==> config.mk <==
export PLATFORM = sky130hd
export DESIGN_NAME = adc_readout_host
export DESIGN_NICKNAME = d
export VERILOG_FILES = /design/src/adc_seq_pkg.sv /design/src/conv_clk_gen.sv /design/src/sample_averager.sv /design/src/adc_readout_host.sv
export SDC_FILE = /design/constraint.sdc
export NUM_CORES = 1
export LEC_CHECK = 0
export BUFFER_PORTS_ARGS = -buffer_cell sky130_fd_sc_hd__buf_2
export CAP_MARGIN = 20
export CORE_ASPECT_RATIO = 2
export CORE_MARGIN = 10
export CORE_UTILIZATION = 35
export CTS_CLUSTER_SIZE = 20
export DETAILED_ROUTE_END_ITERATION = 10
export PLACE_DENSITY = 0.58
export REMOVE_ABC_BUFFERS = 1
export SYNTH_ARGS = -nofsm -noshare
export SYNTH_HDL_FRONTEND = slang
export SYNTH_HIERARCHICAL = 1
export SYNTH_SLANG_ARGS = --single-unit
==> constraint.sdc <==
create_clock -name clk -period 5.11 [get_ports clk]
set_input_delay 0.7665 -clock clk [delete_from_list [all_inputs] [get_ports clk]]
set_output_delay 0.7665 -clock clk [all_outputs]
set_load 0.03 [all_outputs]
==> src/adc_seq_pkg.sv <==
// constants, register map and types for the converter readout sequencer
package adc_seq_pkg;

  // ==========================================================
  // clock and timing
  localparam int unsigned CLK_HZ = 200_000_000;
  localparam int unsigned SAMPLE_HZ = 100_000;
  localparam int unsigned CONV_CLK_HZ = 2_000_000;
  localparam int unsigned PERIOD_CYC = CLK_HZ / SAMPLE_HZ;
  localparam int unsigned HALF_CYC = CLK_HZ / (2 * CONV_CLK_HZ);

  // ==========================================================
  // widths
  localparam int unsigned ADDR_W = 8;
  localparam int unsigned DATA_W = 32;
  localparam int unsigned WORD_BITS = 16;
  localparam int unsigned PERIOD_W = 16;
  localparam int unsigned DIV_W = 8;
  localparam int unsigned AVG_MAX_LOG2 = 3;
  localparam int unsigned AVG_LOG_W = 2;
  localparam int unsigned BIT_CNT_W = 4;

  // ==========================================================
  // register offsets (byte addresses, one word each)
  localparam logic [ADDR_W-1:0] CTRL_OFS = 8'h00;
  localparam logic [ADDR_W-1:0] PERIOD_OFS = 8'h04;
  localparam logic [ADDR_W-1:0] CLKDIV_OFS = 8'h08;
  localparam logic [ADDR_W-1:0] STATUS_OFS = 8'h0C;
  localparam logic [ADDR_W-1:0] RESULT_OFS = 8'h10;

  // ==========================================================
  // field positions and reset values
  localparam int unsigned CTRL_RUN_BIT = 0;
  localparam int unsigned CTRL_AVG_LSB = 1;
  localparam int unsigned ST_READY_BIT = 0;
  localparam int unsigned ST_OVERRUN_BIT = 1;
  localparam int unsigned ST_ACTIVE_BIT = 2;
  localparam int unsigned ST_HOLD_BIT = 3;
  localparam logic [PERIOD_W-1:0] PERIOD_RST = PERIOD_W'(PERIOD_CYC);
  localparam logic [DIV_W-1:0] CLKDIV_RST = DIV_W'(HALF_CYC);
  localparam logic [BIT_CNT_W-1:0] LAST_BIT = BIT_CNT_W'(WORD_BITS - 1);

  // ==========================================================
  // sequencer states, gray coded along idle-acq-hold-shift
  typedef enum logic [1:0] {
    ST_IDLE = 2'b00,
    ST_ACQ = 2'b01,
    ST_HOLD = 2'b11,
    ST_SHIFT = 2'b10
  } seq_state_e;

  // address match used by read and write decode
  function automatic logic hit(input logic [ADDR_W-1:0] a,
                               input logic [ADDR_W-1:0] ofs);
    return a == ofs;
  endfunction

endpackage

==> src/conv_clk_gen.sv <==
// gated conversion clock divider, held low while gated off
`timescale 1ns/1ps
`default_nettype none
module conv_clk_gen
  import adc_seq_pkg::*;
#(
  parameter int unsigned W = DIV_W
) (
  // system
  input wire logic clk,
  input wire logic rst,
  // control
  input wire logic enable,
  input wire logic [W-1:0] half,
  // clock out and falling-edge strobe
  output logic conv_clk,
  output logic fall_pulse
);

  logic [W-1:0] cnt;
  logic last;

  // end of a half period; a half of zero acts as one
  assign last = (half <= W'(1)) || (cnt == half - W'(1));
  assign fall_pulse = enable && last && conv_clk;

  // divider counter and clock toggle, low when disabled
  always_ff @(posedge clk) begin
    if (rst || !enable) begin
      cnt <= '0;
      conv_clk <= 1'b0;
    end else if (last) begin
      cnt <= '0;
      conv_clk <= ~conv_clk;
    end else begin
      cnt <= cnt + W'(1);
    end
  end

  // the counter never passes the programmed half period
  div_range_a: assert property (@(posedge clk) disable iff (rst)
    (half > W'(1)) |-> (cnt < half))
    else $error("divider counter beyond half period");

endmodule
`default_nettype wire

==> src/sample_averager.sv <==
// averages 2**n successive conversion words
`timescale 1ns/1ps
`default_nettype none
module sample_averager
  import adc_seq_pkg::*;
#(
  parameter int unsigned WW = WORD_BITS,
  parameter int unsigned ML = AVG_MAX_LOG2
) (
  // system
  input wire logic clk,
  input wire logic rst,
  // incoming words and group size
  input wire logic in_valid,
  input wire logic [WW-1:0] in_data,
  input wire logic [AVG_LOG_W-1:0] avg_log2,
  // averaged result
  output logic out_valid,
  output logic [WW-1:0] out_data
);

  logic signed [WW+ML-1:0] acc;
  logic signed [WW+ML-1:0] sum;
  logic [ML-1:0] cnt;
  logic full;
  logic [ML:0] seen;

  assign sum = acc + (WW+ML)'($signed(in_data));
  assign full = cnt == ML'((1 << avg_log2) - 1);

  // accumulate and emit the mean of each group
  always_ff @(posedge clk) begin
    if (rst) begin
      acc <= '0;
      cnt <= '0;
      out_valid <= 1'b0;
      out_data <= '0;
    end else begin
      out_valid <= 1'b0;
      if (in_valid && full) begin
        acc <= '0;
        cnt <= '0;
        out_valid <= 1'b1;
        out_data <= WW'(sum >>> avg_log2);
      end else if (in_valid) begin
        acc <= sum;
        cnt <= cnt + ML'(1);
      end
    end
  end

  // words since last output, checker helper
  always_ff @(posedge clk) begin
    if (rst || out_valid) begin
      seen <= (ML+1)'(in_valid);
    end else if (in_valid) begin
      seen <= seen + (ML+1)'(1);
    end
  end

  group_size_a: assert property (@(posedge clk) disable iff (rst)
    out_valid |-> ($past(seen) + (ML+1)'(1) == (ML+1)'(1 << avg_log2)))
    else $error("average emitted after wrong word count");

endmodule
`default_nettype wire

==> src/adc_readout_host.sv <==
// host sequencer driving a serial sampling converter, APB controlled
// Operation
// - timer paces the sample/hold flag output
// - conversion clock from divider, about 2 MHz
// - conversion clock stopped during acquisition
// - conversion clock held low when hold begins
// - clock enabled right after entering hold
// - busy frames each incoming data word
// - frame sync external, normal, non-inverted
// - word-complete event flagged after last bit
// - acquisition restarts right after last bit
// - sample period programmable, e.g. 96 kSPS
// - default rate 100 kHz, decimation filtering
// - optional averaging of 2**n conversions
`timescale 1ns/1ps
`default_nettype none
module adc_readout_host
  import adc_seq_pkg::*;
(
  // system
  input wire logic clk,
  input wire logic rst,
  // apb slave
  input wire logic psel,
  input wire logic penable,
  input wire logic pwrite,
  input wire logic [ADDR_W-1:0] paddr,
  input wire logic [DATA_W-1:0] pwdata,
  output logic [DATA_W-1:0] prdata,
  output logic pready,
  output logic pslverr,
  // converter pins
  output logic host_flag_output,
  output logic conv_clk,
  input wire logic host_receive_frame_input,
  input wire logic serial_data_in
);

  // ==========================================================
  // declarations
  seq_state_e state;
  seq_state_e next_state;
  logic run;
  logic [AVG_LOG_W-1:0] avg_log2;
  logic [PERIOD_W-1:0] period;
  logic [DIV_W-1:0] half;
  logic [PERIOD_W-1:0] per_cnt;
  logic tick;
  logic busy_m;
  logic busy_s;
  logic data_m;
  logic data_s;
  logic clk_en;
  logic fall_pulse;
  logic bit_take;
  logic [BIT_CNT_W-1:0] bit_cnt;
  logic [WORD_BITS-1:0] shift;
  logic word_done;
  logic word_valid;
  logic [WORD_BITS-1:0] word;
  logic avg_valid;
  logic [WORD_BITS-1:0] avg_data;
  logic [WORD_BITS-1:0] result;
  logic ready;
  logic overrun;
  logic acc_phase;
  logic wr_en;
  logic rd_result;
  logic clr_overrun;
  logic mapped;
  logic stop_req;

  // ==========================================================
  // pin synchronisers, two flops each
  always_ff @(posedge clk) begin
    if (rst) begin
      busy_m <= 1'b0;
      busy_s <= 1'b0;
      data_m <= 1'b0;
      data_s <= 1'b0;
    end else begin
      busy_m <= host_receive_frame_input;
      busy_s <= busy_m;
      data_m <= serial_data_in;
      data_s <= data_m;
    end
  end

  // ==========================================================
  // sample timer
  assign tick = run && (per_cnt == period - PERIOD_W'(1));

  // free-running period counter while running
  always_ff @(posedge clk) begin
    if (rst || !run || tick) begin
      per_cnt <= '0;
    end else begin
      per_cnt <= per_cnt + PERIOD_W'(1);
    end
  end

  // ==========================================================
  // sequencer
  assign bit_take = fall_pulse && busy_s;
  assign word_done = bit_take && (bit_cnt == LAST_BIT);

  // next state decode
  always_comb begin
    next_state = state;
    case (state)
      ST_IDLE: begin
        if (run) begin
          next_state = ST_ACQ;
        end
      end
      ST_ACQ: begin
        if (!run) begin
          next_state = ST_IDLE;
        end else if (tick) begin
          next_state = ST_HOLD;
        end
      end
      ST_HOLD: begin
        if (!run) begin
          next_state = ST_IDLE;
        end else if (bit_take) begin
          next_state = ST_SHIFT;
        end
      end
      ST_SHIFT: begin
        if (!run) begin
          next_state = ST_IDLE;
        end else if (word_done) begin
          next_state = ST_ACQ;
        end
      end
      default: begin
        next_state = ST_IDLE;
      end
    endcase
  end

  // state register
  always_ff @(posedge clk) begin
    if (rst) begin
      state <= ST_IDLE;
    end else begin
      state <= next_state;
    end
  end

  // flag output high in acquisition, low in hold and readout
  always_ff @(posedge clk) begin
    if (rst) begin
      host_flag_output <= 1'b1;
    end else begin
      host_flag_output <= (next_state == ST_IDLE) ||
                          (next_state == ST_ACQ);
    end
  end

  // clock gate follows hold, stopped while acquiring
  always_ff @(posedge clk) begin
    if (rst) begin
      clk_en <= 1'b0;
    end else begin
      clk_en <= (next_state == ST_HOLD) ||
                (next_state == ST_SHIFT);
    end
  end

  // serial word assembly, msb first
  always_ff @(posedge clk) begin
    if (rst || state == ST_ACQ || state == ST_IDLE) begin
      bit_cnt <= '0;
      shift <= '0;
    end else if (bit_take) begin
      bit_cnt <= bit_cnt + BIT_CNT_W'(1);
      shift <= {shift[WORD_BITS-2:0], data_s};
    end
  end

  // completed word strobe
  always_ff @(posedge clk) begin
    if (rst) begin
      word_valid <= 1'b0;
      word <= '0;
    end else begin
      word_valid <= word_done;
      if (word_done) begin
        word <= {shift[WORD_BITS-2:0], data_s};
      end
    end
  end

  // ==========================================================
  // sub blocks
  conv_clk_gen #(
    .W(DIV_W)
  ) u_clk (
    .clk(clk),
    .rst(rst),
    .enable(clk_en && !stop_req),
    .half(half),
    .conv_clk(conv_clk),
    .fall_pulse(fall_pulse)
  );

  sample_averager #(
    .WW(WORD_BITS),
    .ML(AVG_MAX_LOG2)
  ) u_avg (
    .clk(clk),
    .rst(rst),
    .in_valid(word_valid),
    .in_data(word),
    .avg_log2(avg_log2),
    .out_valid(avg_valid),
    .out_data(avg_data)
  );

  // ==========================================================
  // apb register file
  assign pready = 1'b1;
  assign acc_phase = psel && penable;
  assign wr_en = acc_phase && pwrite && mapped;
  assign rd_result = acc_phase && !pwrite && hit(paddr, RESULT_OFS);
  assign clr_overrun = wr_en && hit(paddr, STATUS_OFS) &&
                       pwdata[ST_OVERRUN_BIT];
  // a stop write pulls the clock low one edge before the flag rises
  assign stop_req = wr_en && hit(paddr, CTRL_OFS) &&
                    !pwdata[CTRL_RUN_BIT];
  assign mapped = hit(paddr, CTRL_OFS) || hit(paddr, PERIOD_OFS) ||
                  hit(paddr, CLKDIV_OFS) || hit(paddr, STATUS_OFS) ||
                  hit(paddr, RESULT_OFS);

  // control registers written by software
  always_ff @(posedge clk) begin
    if (rst) begin
      run <= 1'b0;
      avg_log2 <= '0;
      period <= PERIOD_RST;
      half <= CLKDIV_RST;
    end else if (wr_en) begin
      if (hit(paddr, CTRL_OFS)) begin
        run <= pwdata[CTRL_RUN_BIT];
        avg_log2 <= pwdata[CTRL_AVG_LSB +: AVG_LOG_W];
      end
      if (hit(paddr, PERIOD_OFS)) begin
        period <= pwdata[PERIOD_W-1:0];
      end
      if (hit(paddr, CLKDIV_OFS)) begin
        half <= pwdata[DIV_W-1:0];
      end
    end
  end

  // result and ready flag, a new result wins over the read clear
  always_ff @(posedge clk) begin
    if (rst) begin
      result <= '0;
      ready <= 1'b0;
    end else if (avg_valid) begin
      result <= avg_data;
      ready <= 1'b1;
    end else if (rd_result) begin
      ready <= 1'b0;
    end
  end

  // overrun: timer fired before the word finished, set wins
  always_ff @(posedge clk) begin
    if (rst) begin
      overrun <= 1'b0;
    end else if (tick && (state == ST_HOLD || state == ST_SHIFT)) begin
      overrun <= 1'b1;
    end else if (clr_overrun) begin
      overrun <= 1'b0;
    end
  end

  // read data and error captured in the setup cycle
  always_ff @(posedge clk) begin
    if (rst) begin
      prdata <= '0;
      pslverr <= 1'b0;
    end else if (psel && !penable) begin
      pslverr <= !mapped;
      prdata <= '0;
      if (hit(paddr, CTRL_OFS)) begin
        prdata[CTRL_RUN_BIT] <= run;
        prdata[CTRL_AVG_LSB +: AVG_LOG_W] <= avg_log2;
      end
      if (hit(paddr, PERIOD_OFS)) begin
        prdata[PERIOD_W-1:0] <= period;
      end
      if (hit(paddr, CLKDIV_OFS)) begin
        prdata[DIV_W-1:0] <= half;
      end
      if (hit(paddr, STATUS_OFS)) begin
        prdata[ST_READY_BIT] <= ready;
        prdata[ST_OVERRUN_BIT] <= overrun;
        prdata[ST_ACTIVE_BIT] <= state != ST_IDLE;
        prdata[ST_HOLD_BIT] <= !host_flag_output;
      end
      if (hit(paddr, RESULT_OFS)) begin
        prdata[WORD_BITS-1:0] <= result;
      end
    end else if (!psel) begin
      pslverr <= 1'b0;
    end
  end

  // ==========================================================
  // checks
  hold_clk_low_a: assert property (@(posedge clk) disable iff (rst)
    $fell(host_flag_output) |-> !conv_clk && !$past(conv_clk))
    else $error("conversion clock high when hold began");

  acq_clk_stop_a: assert property (@(posedge clk) disable iff (rst)
    host_flag_output |-> !conv_clk)
    else $error("conversion clock running during acquisition");

  hold_clk_on_a: assert property (@(posedge clk) disable iff (rst)
    $fell(host_flag_output) |-> clk_en)
    else $error("clock not enabled with hold");

  tick_hold_a: assert property (@(posedge clk) disable iff (rst)
    (tick && state == ST_ACQ) |=> !host_flag_output ##1 !host_flag_output)
    else $error("hold did not follow timer tick");

  hold_cause_a: assert property (@(posedge clk) disable iff (rst)
    $fell(host_flag_output) |-> $past(tick))
    else $error("hold entered without timer tick");

  resume_acq_a: assert property (@(posedge clk) disable iff (rst)
    (word_done && run) |=> host_flag_output && !clk_en)
    else $error("acquisition not restarted after last bit");

  frame_take_a: assert property (@(posedge clk) disable iff (rst)
    bit_take |-> busy_s && !host_flag_output)
    else $error("bit taken outside busy frame");

  word_len_a: assert property (@(posedge clk) disable iff (rst)
    word_done |=> word_valid && word[0] == $past(data_s))
    else $error("word ended at wrong bit");

  ready_set_a: assert property (@(posedge clk) disable iff (rst)
    avg_valid |=> ready && result == $past(avg_data))
    else $error("result not flagged ready");

endmodule
`default_nettype wire

==> qor.csv <==
stage,metric,value,unit
status,status,"finished, final reports clean",
die,core_area,25100,um^2
drt,vias,7347,
drt,dr.pass1.iters,5,
clocking,cts.path.max_buffers,2,
timing,fin_crit_sh,75.2,%
clocking,hold_buffers,0,
drt,drtIter0Drc,324,
drt,postRouteAntennaNets,0,
worst_setup_path,path_class,reg2reg,
placed_design,place.gp.congestion,0.913,
pwr,p_per_area,275,nW/um^2
final_layout,finalNonFillerCells,1409,
drt,wl_per_cell,16.3,um
worst_setup_path,cp-end-kind,flop,
timing,finalSetupTns,0,ps
final_layout,nets,1133,
final_layout,layout-drive-gt1-share,11.6,%
clocking,cts_tree,yes,
worst_setup_path,cp-start-kind,flop,
worst_setup_path,cp_max_fo,21,
grt,grt_overflow,0,
clocking,clk_root_buffer_cell,clkbuf_16,
yosys,synth-edff-count,0,
timing,max_slew_margin,36.1,%
timing,min_period,3840,ps
yosys,ys.flop_type,dfxtp_1,
yosys,syn_avg_cell_area,8.57,um^2
final_layout,fillers,2533,
grt,antenna_found_initial,0,
die,die_w,133,um
worst_setup_path,rr_worst_depth,13,
pwr,power,0.00274,W
die,die_h,246,um
grt,grt_pass1_vias,7295,
placed_design,dp_hpwl,17700,um
clocking,cts-resized-gates,0,
drt,avgViaCountPerCell,5.21,
grt,gr-usage-all-layers,14.2,%
min_path,hold_depth,1,
timing,rsz0062_at_grt,false,
die,placementRows,82,
worst_setup_path,cp.arrival,4180,ps
yosys,synth_area,8930,um^2
clocking,cts_sinks,169,
final_layout,insertedDiodeCount,0,
worst_setup_path,required,5440,ps
yosys,ys_seq_elements,169,
timing,hold_violations,0,
yosys,async_flop_share,0,%
final_layout,area_delta_synth_final,11.3,%
die,ios,83,
drt,wirelength,23000,um
grt,grt_pass1_wl,37600,um
timing,fin_skew,9.66,ps
die,start_util,35.5,%
final_layout,register_area,3380,um^2
die,dieArea,32700,um^2
clocking,cts_buffers,17,
final_layout,final_core_util,39.5,%
pwr,leakage,3.82,nW
run,drv_cap,0,
placed_design,port_buffers,49,
yosys,syn_inst,1042,
timing,setup_slack,1270,ps
pwr,vdd_ir_drop_max,0.000229,V
yosys,synth.distinct_cells,80,
clocking,h-tree-depth,4,
placed_design,dp_cells,1377,
timing,fmax,260,MHz
timing,setup_violations,0,
placed_design,pre_cts_ws,1190,ps
yosys,seq_area_frac_synth,37.9,%
clocking,clk_latency,450,ps
yosys,yosysWarnings,6,
final_layout,multi_input_area,5140,um^2
timing,drv_slew,0,
grt,grt_max_degree,75,
min_path,worstHoldPathType,reg2reg,
final_layout,mostFrequentLayoutCell,dfxtp_1,
drt,post-route-drc-count,0,
final_layout,layout_common_cells,"dfxtp_1 (169), nand2_1 (123), nor2_1 (118)",
clocking,cts.clk_slew.worst_paths,70,ps
timing,tightest_slew,958,ps
clocking,cts_setup_buffers,0,
layout make-up:
| cell class | count | share of cell area [%] |
|---|---|---|
| repair buffers | 57 | 3.10 |
| flip-flops and latches | 169 | 34.1 |
| inverters | 23 | 0.869 |
| clock buffers | 18 | 4.42 |
| multi-input cells | 792 | 51.8 |
| well taps | 336 | 4.23 |
| clock inverters | 14 | 1.54 |
worst paths after layout:
path | end | slack, ps | from
worst max-delay path | state[1] | 1270 | half[0]
worst max register to register | state[1] | 1270 | half[0]
worst min-delay path | data_s | 440 | data_m
worst min register to register | data_s | 440 | data_m
Yosys cell counts (all sizes together) (7+ instances only):
master / number / area (um^2)
and4: 7 / 65.1
clkbuf: 39 / 146
inv: 22 / 82.6
dfxtp: 169 / 3380
buf: 34 / 223
nor4: 7 / 110
xor2: 33 / 289
nand2: 123 / 462
a211oi: 17 / 133
a221oi: 13 / 114
nor2b: 12 / 75.1
a21oi: 82 / 425
mux2i: 58 / 581
xnor2: 34 / 298
o21ai: 21 / 105
a211o: 11 / 96.3
nand3: 21 / 105
ha: 25 / 313
and3: 15 / 95.1
nor2: 118 / 443
nand2b: 10 / 62.6
and2: 9 / 57.6
nand4: 11 / 68.8
nor3: 51 / 265
o211ai: 13 / 108
layer usage:
layer,global-route usage [%],share of wire [%],up-vias
met5,0,0,-
li1,-,-,3693
met3,2.50,3.0,45
met2,27.7,56,144
met4,8.62,4.1,0
met1,13.2,36,3465
worst max-delay path, cell delays in order (launching register included):
cell and delay [ps]:
dfxtp_1 480, inv_1 80, ha_1 270, xnor3_4 270, a32oi_1 70, or3_4 370
nor4_4 410, o211a_1 220, and2_1 630, nand4_1 160, buf_4 230, o21ai_0 220
nor2_1 80, a31o_2 240
cell families (layout without fill, tap and decap cells):
group	count (synthesis)	after routing	share of synthesized area [%]
compound gates	206	206	15.7
xor+xnor	69	69	7.13
fa+ha+maj	26	26	3.73
buf+inv	96	112	5.10
flops	169	169	37.9
mux	66	66	8.02
other cells	2	17	0.0841
simple gates	408	408	22.4
flip-flops by register name (all words and copies together), names as in the netlist, 3 cells and up:
register / cells
period: 16
word: 16
u_clk/cnt: 8
u_avg/out_data: 16
shift: 15
bit_cnt: 4
prdata: 16
result: 16
u_avg/cnt: 3
u_avg/acc: 19
half: 8
per_cnt: 16
power by group:
group / switching, W / leakage [nW] / total [W] / internal (W)
logic: 0.0000751 / 2.16 / 0.000102 / 0.0000268
clock network: 0.000598 / 0.296 / 0.00131 / 0.000708
registers: 0.00000351 / 1.36 / 0.00133 / 0.00132
stage by stage:
step	instance area [um^2]	hold WS (ps)
after floorplan	8610	414
after CTS	9930	452
final	9930	443
after detailed placement	9340	440
after global routing	9930	473
after global placement	9340	433
No activity file was read; power rests on OpenSTA's default activity.
